[src/design/cvd_acq_pkg.sv]
// Package with register map, field layout and timing constants for the acquisition and guard block.
package cvd_acq_pkg;
    // ------------------------------------------------------------------
    // Register map
    // ------------------------------------------------------------------
    localparam logic [11:0] ACQ_OFFSET    = 12'h000;
    localparam logic [11:0] GUARD_OFFSET  = 12'h004;
    localparam logic [11:0] CTRL_OFFSET   = 12'h008;
    localparam logic [11:0] STATUS_OFFSET = 12'h00C;

    // ------------------------------------------------------------------
    // Field layout
    // ------------------------------------------------------------------
    localparam int unsigned DUR_W     = 7;
    localparam int unsigned GRD_B_BIT = 7;
    localparam int unsigned GRD_A_BIT = 6;
    localparam int unsigned GRD_P_BIT = 5;
    localparam logic [7:0]  ACQ_MASK  = 8'h7F;
    localparam logic [7:0]  GRD_MASK  = 8'hE0;
    localparam logic [7:0]  REG_RESET = 8'h00;
    localparam logic [DUR_W-1:0] DUR_ZERO = 7'h00;
    localparam logic [DUR_W-1:0] DUR_ONE  = 7'h01;

    // ------------------------------------------------------------------
    // Timing
    // ------------------------------------------------------------------
    // Instruction cycle is one quarter of the main oscillator (Fosc/4).
    localparam int unsigned INSTR_DIV = 4;
    localparam logic [1:0]  PRESC_LAST = 2'(INSTR_DIV - 1);

    typedef enum logic [1:0] {
        ST_IDLE = 2'b00,
        ST_ACQ  = 2'b01,
        ST_DONE = 2'b10
    } acq_state_t;
endpackage

[src/design/cvd_tick_gen.sv]
// Timing-tick generator: instruction-cycle tick or synchronous RC-clock tick.
`timescale 1ns/1ps
module cvd_tick_gen (
    input  wire logic clk,
    input  wire logic rst_n,
    input  wire logic use_rc_clock,
    input  wire logic rc_clock_tick,
    output logic      tick
);
    logic [1:0] presc;
    logic [1:0] next_presc;
    logic       next_tick;

    always_comb begin
        next_presc = (presc == cvd_acq_pkg::PRESC_LAST) ? 2'h0 : presc + 2'h1;
        if (use_rc_clock) begin
            next_tick = rc_clock_tick; // RULE_04
        end else begin
            next_tick = (presc == cvd_acq_pkg::PRESC_LAST); // RULE_03
        end
    end

    always_ff @(posedge clk or negedge rst_n) begin
        if (!rst_n) begin
            presc <= 2'h0;
            tick  <= 1'b0;
        end else begin
            presc <= next_presc;
            tick  <= next_tick;
        end
    end
endmodule

[src/design/cvd_acquisition_guard_timing.sv]
// Acquisition timer and guard-ring control with an APB register slave.
//
// Contract
// [RULE_01] Nonzero duration N holds acquisition for exactly N timing cycles, up to 127; the code ends it on the Nth tick, up to one cycle short.
// [RULE_02] Zero duration skips the acquisition phase entirely.
// [RULE_03] Timing cycle is the instruction cycle, one quarter of the oscillator.
// [RULE_04] Selecting the internal RC conversion clock times the phases from it instead.
// [RULE_05] Unimplemented register bits read zero and ignore writes.
// [RULE_06] All writable bits clear to zero on every reset.
// [RULE_07] Enable B drives guard signal onto pin B; software sets pin direction output.
// [RULE_08] Enable A drives guard signal onto pin A; software sets pin direction output.
// [RULE_09] Guard outputs start high in precharge if polarity is one, else low.
// [RULE_10] Guard A toggles at acquisition start; guards stay active while converter enabled.
// [RULE_11] Duration loads a down-counter at stage start; zero signals stage done.
`timescale 1ns/1ps
module cvd_acquisition_guard_timing (
    input  wire logic        clk,
    input  wire logic        rst_n,
    input  wire logic        psel,
    input  wire logic        penable,
    input  wire logic        pwrite,
    input  wire logic [11:0] paddr,
    input  wire logic [31:0] pwdata,
    output logic      [31:0] prdata,
    output logic             pready,
    output logic             pslverr,
    input  wire logic        converter_enable,
    input  wire logic        precharge_active,
    input  wire logic        acq_stage_start,
    input  wire logic        rc_clock_tick,
    output logic             acq_stage_done,
    output logic             acq_active,
    output logic             guard_pin_a,
    output logic             guard_pin_a_oe,
    output logic             guard_pin_b,
    output logic             guard_pin_b_oe,
    output logic             use_rc_clock_o
);
    // ------------------------------------------------------------------
    // Registers
    // ------------------------------------------------------------------
    logic [7:0] acquisition_time_control;
    logic [7:0] guard_ring_control;
    logic       use_rc_clock;
    logic [7:0] next_acq_reg;
    logic [7:0] next_grd_reg;
    logic       next_use_rc;
    logic [31:0] next_prdata;
    logic        next_pready;
    logic        next_pslverr;
    logic        tick;
    // The remaining count is read back through the status word, so it is declared here.
    logic [cvd_acq_pkg::DUR_W-1:0] count;

    wire setup  = psel && !penable;
    wire access = psel && penable && pready;
    // Status is read only; a write to it is accepted and ignored rather than flagged.
    wire mapped = (paddr == cvd_acq_pkg::ACQ_OFFSET) || (paddr == cvd_acq_pkg::GUARD_OFFSET) ||
                  (paddr == cvd_acq_pkg::CTRL_OFFSET) || (paddr == cvd_acq_pkg::STATUS_OFFSET);

    // Slave answers one cycle after setup: pready rises in the first access cycle.
    always_comb begin
        next_acq_reg = acquisition_time_control;
        next_grd_reg = guard_ring_control;
        next_use_rc  = use_rc_clock;
        next_pready  = setup;
        next_pslverr = setup && !mapped;
        next_prdata  = prdata;
        if (setup && !pwrite) begin
            unique case (paddr)
                cvd_acq_pkg::ACQ_OFFSET:    next_prdata = {24'h00_0000, acquisition_time_control};
                cvd_acq_pkg::GUARD_OFFSET:  next_prdata = {24'h00_0000, guard_ring_control};
                cvd_acq_pkg::CTRL_OFFSET:   next_prdata = {31'h0000_0000, use_rc_clock};
                cvd_acq_pkg::STATUS_OFFSET: next_prdata = {24'h00_0000, acq_active, count};
                default:                    next_prdata = 32'h0000_0000;
            endcase
        end
        // Writes return zero so a write answer never exposes the last read word.
        if (setup && pwrite) begin
            next_prdata = 32'h0000_0000;
        end
        if (access && pwrite) begin
            unique case (paddr)
                cvd_acq_pkg::ACQ_OFFSET:   next_acq_reg = pwdata[7:0] & cvd_acq_pkg::ACQ_MASK; // RULE_05
                cvd_acq_pkg::GUARD_OFFSET: next_grd_reg = pwdata[7:0] & cvd_acq_pkg::GRD_MASK; // RULE_05
                cvd_acq_pkg::CTRL_OFFSET:  next_use_rc  = pwdata[0];
                default:                   next_use_rc  = use_rc_clock;
            endcase
        end
    end

    always_ff @(posedge clk or negedge rst_n) begin
        if (!rst_n) begin
            acquisition_time_control <= cvd_acq_pkg::REG_RESET; // RULE_06
            guard_ring_control       <= cvd_acq_pkg::REG_RESET; // RULE_06
            use_rc_clock             <= 1'b0;
            use_rc_clock_o           <= 1'b0;
            prdata                   <= 32'h0000_0000;
            pready                   <= 1'b0;
            pslverr                  <= 1'b0;
        end else begin
            acquisition_time_control <= next_acq_reg;
            guard_ring_control       <= next_grd_reg;
            use_rc_clock             <= next_use_rc;
            use_rc_clock_o           <= next_use_rc;
            prdata                   <= next_prdata;
            pready                   <= next_pready;
            pslverr                  <= next_pslverr;
        end
    end

    cvd_tick_gen u_tick (
        .clk           (clk),
        .rst_n         (rst_n),
        .use_rc_clock  (use_rc_clock), // RULE_04
        .rc_clock_tick (rc_clock_tick),
        .tick          (tick)
    );

    // ------------------------------------------------------------------
    // Acquisition timer
    // ------------------------------------------------------------------
    // The counter counts from the first tick after start, so a phase ends on the Nth
    // tick; the start may fall mid-cycle, so the first tick is partial and the phase is up to one tick short.
    cvd_acq_pkg::acq_state_t state;
    cvd_acq_pkg::acq_state_t next_state;
    logic [cvd_acq_pkg::DUR_W-1:0] next_count;
    logic                          next_done;
    wire  [cvd_acq_pkg::DUR_W-1:0] duration = acquisition_time_control[cvd_acq_pkg::DUR_W-1:0];

    always_comb begin
        next_state = state;
        next_count = count;
        next_done  = 1'b0;
        unique case (state)
            cvd_acq_pkg::ST_IDLE: begin
                if (acq_stage_start && converter_enable) begin
                    if (duration == cvd_acq_pkg::DUR_ZERO) begin
                        next_done = 1'b1; // RULE_02
                    end else begin
                        next_count = duration; // RULE_11
                        next_state = cvd_acq_pkg::ST_ACQ;
                    end
                end
            end
            cvd_acq_pkg::ST_ACQ: begin
                // Switching the converter off abandons the phase without a done pulse;
                // the sequencer must issue a fresh start once the converter is back on.
                if (!converter_enable) begin
                    next_state = cvd_acq_pkg::ST_IDLE;
                    next_count = cvd_acq_pkg::DUR_ZERO;
                end else if (tick) begin
                    next_count = count - cvd_acq_pkg::DUR_ONE; // RULE_01
                    if (count == cvd_acq_pkg::DUR_ONE) begin
                        next_state = cvd_acq_pkg::ST_DONE; // RULE_11
                        next_done  = 1'b1;
                    end
                end
            end
            cvd_acq_pkg::ST_DONE: begin
                next_state = cvd_acq_pkg::ST_IDLE;
            end
            default: begin
                next_state = cvd_acq_pkg::ST_IDLE;
            end
        endcase
    end

    always_ff @(posedge clk or negedge rst_n) begin
        if (!rst_n) begin
            state          <= cvd_acq_pkg::ST_IDLE;
            count          <= cvd_acq_pkg::DUR_ZERO;
            acq_stage_done <= 1'b0;
            acq_active     <= 1'b0;
        end else begin
            state          <= next_state;
            count          <= next_count;
            acq_stage_done <= next_done;
            acq_active     <= (next_state == cvd_acq_pkg::ST_ACQ);
        end
    end

    // ------------------------------------------------------------------
    // Guard ring outputs
    // ------------------------------------------------------------------
    logic next_ga;
    logic next_gb;
    logic next_ga_oe;
    logic next_gb_oe;
    wire  pol = guard_ring_control[cvd_acq_pkg::GRD_P_BIT];

    // Only guard A flips for acquisition; inverting both guards for a second,
    // inverted sample is not handled here and is left to the sequencer.

    always_comb begin
        next_ga    = 1'b0;
        next_gb    = 1'b0;
        next_ga_oe = guard_ring_control[cvd_acq_pkg::GRD_A_BIT] && converter_enable; // RULE_08 RULE_10
        next_gb_oe = guard_ring_control[cvd_acq_pkg::GRD_B_BIT] && converter_enable; // RULE_07 RULE_10
        if (converter_enable) begin
            next_ga = pol; // RULE_09
            next_gb = pol; // RULE_09
            if (next_state == cvd_acq_pkg::ST_ACQ && !precharge_active) begin
                next_ga = !pol; // RULE_10
            end
        end
    end

    always_ff @(posedge clk or negedge rst_n) begin
        if (!rst_n) begin
            guard_pin_a    <= 1'b0;
            guard_pin_b    <= 1'b0;
            guard_pin_a_oe <= 1'b0;
            guard_pin_b_oe <= 1'b0;
        end else begin
            guard_pin_a    <= next_ga;
            guard_pin_b    <= next_gb;
            guard_pin_a_oe <= next_ga_oe;
            guard_pin_b_oe <= next_gb_oe;
        end
    end
endmodule

[config.mk]
export PLATFORM = sky130hd
export DESIGN_NAME = cvd_acquisition_guard_timing
export DESIGN_NICKNAME = d
export VERILOG_FILES = /design/src/design/cvd_acq_pkg.sv /design/src/design/cvd_tick_gen.sv /design/src/design/cvd_acquisition_guard_timing.sv
export SDC_FILE = /design/constraint.sdc
export NUM_CORES = 1
export LEC_CHECK = 0
export ABC_CLOCK_PERIOD_IN_PS = 2200
export BUFFER_PORTS_ARGS = -buffer_cell sky130_fd_sc_hd__buf_4
export CORE_MARGIN = 2
export CORE_UTILIZATION = 46
export DETAILED_ROUTE_END_ITERATION = 8
export MAX_ROUTING_LAYER = met4
export PLACE_DENSITY = 0.79
export SYNTH_ARGS = -nofsm -noshare
export SYNTH_HDL_FRONTEND = slang
export SYNTH_SLANG_ARGS = --single-unit
export TNS_END_PERCENT = 1
[constraint.sdc]
create_clock -name clk -period 2.2 [get_ports clk]
set_input_delay 0.22 -clock clk [delete_from_list [all_inputs] [get_ports clk]]
set_output_delay 0.22 -clock clk [all_outputs]
set_load 0.02 [all_outputs]
-- Word-level counts from Yosys, hierarchy flattened
Cells that the tools add are included.
- $add $sub $neg: 2
- multiply operators: 0
- divide/modulo/power cells: 0
- magnitude comparators: 0
- eq/ne operators: 10
- shift-type cells: 0
- mux-type cells: 25
- bitwise logic cells: 0
- reductions and logical operators: 28
- operator list (kind ; number):
    32-bit two-way mux ; 2
    8-bit case mux with 4 select lines ; 1
    7-bit two-way mux ; 4
    12-bit by 4-bit == test with 1-bit output, second input constant ; 2
    7-bit case mux with 2 select lines ; 1
    12-bit by 3-bit == test with 1-bit output, second input constant ; 1
    12-bit zero test ; 1
    2-bit two-way mux ; 6
    1-bit logical AND ; 11
    1-bit two-way mux ; 9
    7-bit by 1-bit == test with 1-bit output, second input constant ; 1
    7-bit zero test ; 1
    7-bit by 1-bit subtractor with 7-bit output, second input constant ; 1
    2-bit AND reduction ; 3
    1-bit zero test ; 5
    2-bit by 1-bit == test with 1-bit output, second input constant ; 2
    2-bit != test, second input constant ; 2
    2-bit case mux with 2 select lines ; 1
    4-bit AND reduction ; 1
    2-bit nonzero test ; 2
    1-bit logical OR ; 3
    3-bit by 2-bit != test with 1-bit output, second input constant ; 1
    2-bit by 1-bit adder with 2-bit output, second input constant ; 1
    2-bit == test, second input constant ; 1
    other kinds (2) ; 2
- register bits after elaboration: 63
- latch bits: 0
- memory bits (writable): 0
- memory bits (read-only): 0
- bits of input ports: 53
- logic and storage cells: 81
- memories kept: 0

-- Longest topological paths before layout
- depth after elaboration: 9
- gate-level depth with buffers: 5
- mapped depth without buffers: 5

-- Hierarchy
From an unflattened synthesis, not the netlist that was laid out.
- cell total of the unflattened synthesis: 192
- area, all modules: 2067.0 sq um
- modules (own cells, without submodules) (module ; times used ; cells an instance ; area an instance (sq um)):
    cvd_acquisition_guard_timing ; 1 ; 186 ; 1960.6
    cvd_tick_gen ; 1 ; 6 ; 106.4

-- Least setup slack after synthesis
OpenSTA, ideal clock, no wires.
- kind: register to register
- start: register acquisition_time_control[2]
- end: register count[0] (netlist bit)
- arrival time: 1712 ps
- data required time: 2075 ps
- setup slack: 363 ps
- stages on the path, launching flop included: 6
- path buffers: 1
- path through: dfrtp_1 or4_4 nor2_2 or2_2 buf_2 mux2_2
- word-level cells in the longest chain between the ends: 3
- RTL lines (item ; RTL line ; source):
    start, declared ; cvd_acquisition_guard_timing.sv:42 ; logic [7:0] acquisition_time_control;
    start signal, assigned ; cvd_acquisition_guard_timing.sv:94 ; acquisition_time_control <= cvd_acq_pkg::REG_RESET;
    start signal, assigned ; cvd_acquisition_guard_timing.sv:102 ; acquisition_time_control <= next_acq_reg;
    7-bit zero test ; cvd_acquisition_guard_timing.sv:138 ; if (duration == cvd_acq_pkg::DUR_ZERO) begin
    2-bit != test (no line) ; - ;
    4-bit AND reduction (no line) ; - ;
    end signal, assigned ; cvd_acquisition_guard_timing.sv:172 ; count <= cvd_acq_pkg::DUR_ZERO;
    end signal, assigned ; cvd_acquisition_guard_timing.sv:177 ; count <= next_count;
    end, declared ; cvd_acquisition_guard_timing.sv:53 ; logic [cvd_acq_pkg::DUR_W-1:0] count;
Every way passes these cells.
A chain may end at the register's enable or synchronous reset.

-- Worst setup path after layout
- start: register acquisition_time_control[2]
- end: register guard_pin_a
- word-level cells in the longest chain between the ends: 8
- RTL lines (item ; RTL line ; source):
    7-bit zero test ; cvd_acquisition_guard_timing.sv:138 ;
    2-bit two-way mux ; cvd_acquisition_guard_timing.sv:138 ;
    2-bit two-way mux ; cvd_acquisition_guard_timing.sv:137 ; if (acq_stage_start && converter_enable) begin
    2-bit case mux with 2 select lines ; cvd_acquisition_guard_timing.sv:135 ; unique case (state)
    2-bit by 1-bit == test with 1-bit output ; cvd_acquisition_guard_timing.sv:203 ; if (next_state == cvd_acq_pkg::ST_ACQ && !precharge_active) begin
    1-bit logical AND ; cvd_acquisition_guard_timing.sv:203 ;
    1-bit two-way mux ; cvd_acquisition_guard_timing.sv:203 ;
    1-bit two-way mux ; cvd_acquisition_guard_timing.sv:200 ; if (converter_enable) begin
    net next_ga ; cvd_acquisition_guard_timing.sv:186 ; logic next_ga;
    end signal, assigned ; cvd_acquisition_guard_timing.sv:216 ; guard_pin_a <= next_ga;
    end, declared ; cvd_acquisition_guard_timing.sv:33 ; output logic guard_pin_a,
The timed path passes the listed nets, and every way through them passes these cells.

==> flow_summary_export.csv <==
group,metric,value,unit
worst_setup_path,cp_max_fo,4,
pwr,power_frac_clock,34.9,%
pwr,power.density,558,nW/um^2
grt,grt_overflow_total,0,
sta,setup_viol,0,
worst_setup_path,cp_cell_sequence,"or4_4 > or4_1 > a22o_1 > mux2i_1",
synthesis,synth_cells,195,
routing,drc,0,
routing,vias,1557,
grt,grt_pass1_wl,7.18,mm
pwr,p_total,1.35,mW
clock_tree,clock_latency,0.30,ns
pwr,power.leakage,1.21,nW
grt,grt_max_degree,40,
pwr,peakVddDrop,0.467,mV
worst_setup_path,worstSetupEndpointType,"register",
synthesis,async_reset_ff_share,100,%
pwr,p_switching,0.354,mW
die,fp.dieH,70.4,um
sta,fmax,0.512,GHz
final_layout,multiInputGateArea,908,um^2
synthesis,netlist-cell-type-count,40,
clock_tree,tritoncts,"yes",
die,rows,24,
routing,drt_iter0_drc,79,
final_layout,drive_above_1_share,30.3,%
sta,clock_skew,0.0130,ns
synthesis,synth_area_per_cell,10.4,um^2
die,initial_core_util,47.2,%
clock_tree,cts_max_level,2,
pwr,p_comb_share,11.0,%
die,die_x,70.4,um
pwr,p_seq_share,54.1,%
synthesis,synth-edff-count,0,
placement,portBuffers,45,
routing,wire_per_inst,13.8,um
sta,rsz0062_at_grt,"false",
clock_tree,cts_setup_buffers,0,
die,ios,94,
synthesis,seq_area_frac_synth,48.1,%
worst_setup_path,crit_path_max_incr_delay,0.57,ns
die,coreArea,4290,um^2
placement,hpwl,3.11,mm
routing,drt-pass1-iter-count,4,
synthesis,yosysWarnings,0,
synthesis,synth_area_leaders,"dfrtp_1 48%, buf_4 8.9%, mux2_2 7.8%, o21ai_0 3.5%, o31ai_1 2.6%",
clock_tree,cts_hold_buf,1,
clock_tree,clkTransAtPathRegs,0.08,ns
clock_tree,post_cts_resized,0,
sta,slew_viol_final,0,
final_layout,area_delta_synth_final,19.7,%
grt,gr-usage-all-layers,18.8,%
worst_setup_path,crit_path_start_kind,"register",
placement,gp_congestion,0.935,
min_path,hold_class,"input pin to register",
clock_tree,cts_buffer_depth,2,
worst_setup_path,crit_slowest_cell,"or4_4",
sta,period_share,88.8,%
sta,min_period,1.95,ns
flow_run,cap_violations,0,
final_layout,n_fill_cell,390,
sta,setup_tns,0,ns
routing,viasPerCell,5.26,
outcome,outcome,"finished, final reports clean",
synthesis,synth_top_area_share,48.1,%
synthesis,synth_top_cell_by_area,"dfrtp_1",
synthesis,synth_ff_type,"dfrtp_1",
sta,hold_viol,0,
routing,drtAntennaViolNets,0,
synthesis,syn_area,2030,um^2
sta,slew_headroom,59.6,%
final_layout,diodes,0,
pwr,switching_share,26.1,%
clock_tree,ctsRootBufferMaster,"clkbuf_8",
worst_setup_path,arrival,2.13,ns
final_layout,fin_nets,299,
grt,grt_pass1_vias,1546,
synthesis,ys_seq_elements,39,
sta,tightestPinTransition,0.600,ns
final_layout,seq_area,976,um^2
worst_setup_path,required,2.38,ns
clock_tree,cts_sinks,39,
worst_setup_path,critical_path_class,"register to register",
clock_tree,cts_buffers,5,
grt,antenna_found_initial,0,
pwr,internal-power,1.00,mW
die,die_area,4960,um^2
routing,drt_wl_total,4.09,mm
## cells in the final DEF (no fill, tap or decap), types with 2 or more instances in the layout
| master | n |
|---|---|
| mux2i_1 | 5 |
| a21oi_1 | 7 |
| conb_1 | 24 |
| nand2_1 | 12 |
| a22oi_1 | 5 |
| buf_4 | 48 |
| nand2b_1 | 2 |
| o31ai_1 | 7 |
| nor2_1 | 13 |
| nor2b_1 | 2 |
| or4_4 | 2 |
| inv_1 | 6 |
| a32oi_1 | 3 |
| clkbuf_8 | 5 |
| mux2_2 | 14 |
| nand3_1 | 2 |
| o21a_1 | 2 |
| or4_1 | 2 |
| and2_1 | 2 |
| nor3_1 | 3 |
| o21ai_0 | 14 |
| dfrtp_1 | 39 |
| nor4_1 | 4 |
| ha_1 | 3 |
## per-stage QoR
| step | cells | util (%) | hold slack, ns | worst slack (ns) | instance area, um^2 |
|---|---|---|---|---|---|
| floorplan | 218 | - | -0.0756 | 0.363 | 2110 |
| global placement | 287 | 54.3 | 0.213 | 0.222 | 2330 |
| detailed placement | 287 | 54.3 | 0.219 | 0.175 | 2330 |
| CTS | 296 | 56.5 | 0.152 | 0.250 | 2430 |
| global route | 296 | 56.5 | 0.153 | 0.208 | 2430 |
| finish | 296 | 56.5 | 0.153 | 0.246 | 2430 |
## sequential cells by signal (all words and copies together) (netlist names), 2 cells and up
signal,cells
u_tick.presc,2
prdata,8
guard_ring_control,3
state,2
count,7
acquisition_time_control,7
## worst paths after layout
path	startpoint	endpoint	slack, ns	cells after the start
worst max-delay path	acquisition_time_control[2]	guard_pin_a	0.25	4
worst min-delay path	pwdata[7]	guard_ring_control[7]	0.15	2
worst max register to register	acquisition_time_control[2]	guard_pin_a	0.25	4
worst min register to register	u_tick.presc[0]	u_tick.presc[0]	0.43	1
max in group asynchronous	rst_n	acquisition_time_control[0]	1.44	2
min in group asynchronous	rst_n	prdata[6]	0.42	2
## critical path: cells and delay by family, from the launching register on
kind            cells  cell delay [ns]
simple gates        2             1.03
mux                 1             0.12
flops               1             0.43
compound gates      1             0.26
## synthesized netlist by cell type, drive strengths merged, types with 2 or more instances
library cell	instances
nor4	5
mux2i	5
nor2b	2
a21oi	7
o21a	2
buf	26
mux2	14
o31ai	7
nand2	12
o21ai	14
and2	3
or4	4
nand3	2
dfrtp	39
a22oi	5
clkbuf	5
nand2b	2
inv	6
nor3	3
ha	3
a32oi	3
nor2	14
## metal layers
metal  track usage (%)  wire (um)  vias to the layer above
met5                 -          0                        -
met4              8.97         82                        0
met3              3.46        283                        8
met2              28.1       1920                       64
met1              24.9       1800                      736
li1                  -          -                      749
## cell families after synthesis
kind of cell	count (synthesis)	synth area share, %
AND/OR/NAND/NOR	55	15.5
AO/OA/AOI/OAI	41	12.7
flip-flops	39	48.1
buffers and inverters	37	11.4
multiplexers	19	10.2
adder cells (fa/ha/maj)	3	1.85
other	1	0.185
## cell type report
class                   instances  share of cell area (%)
clock inverters                 2                   0.515
multi-input cells             142                    37.4
repair buffers                 49                    15.3
flip-flops and latches         39                    40.2
clock buffers                   6                    2.99
inverters                       6                   0.928
well taps                      52                    2.68
## power groups by stage
stage | combinational (mW) | clock [mW] | sequential (mW)
after global routing | 0.164 | 0.518 | 0.735
after global placement | 0.146 | 0 | 0.747
after CTS | 0.150 | 0.489 | 0.733
final | 0.149 | 0.473 | 0.734
after floorplan | 0.110 | 0 | 0.749
after detailed placement | 0.148 | 0 | 0.747
Power figures use the tool's default switching activity.
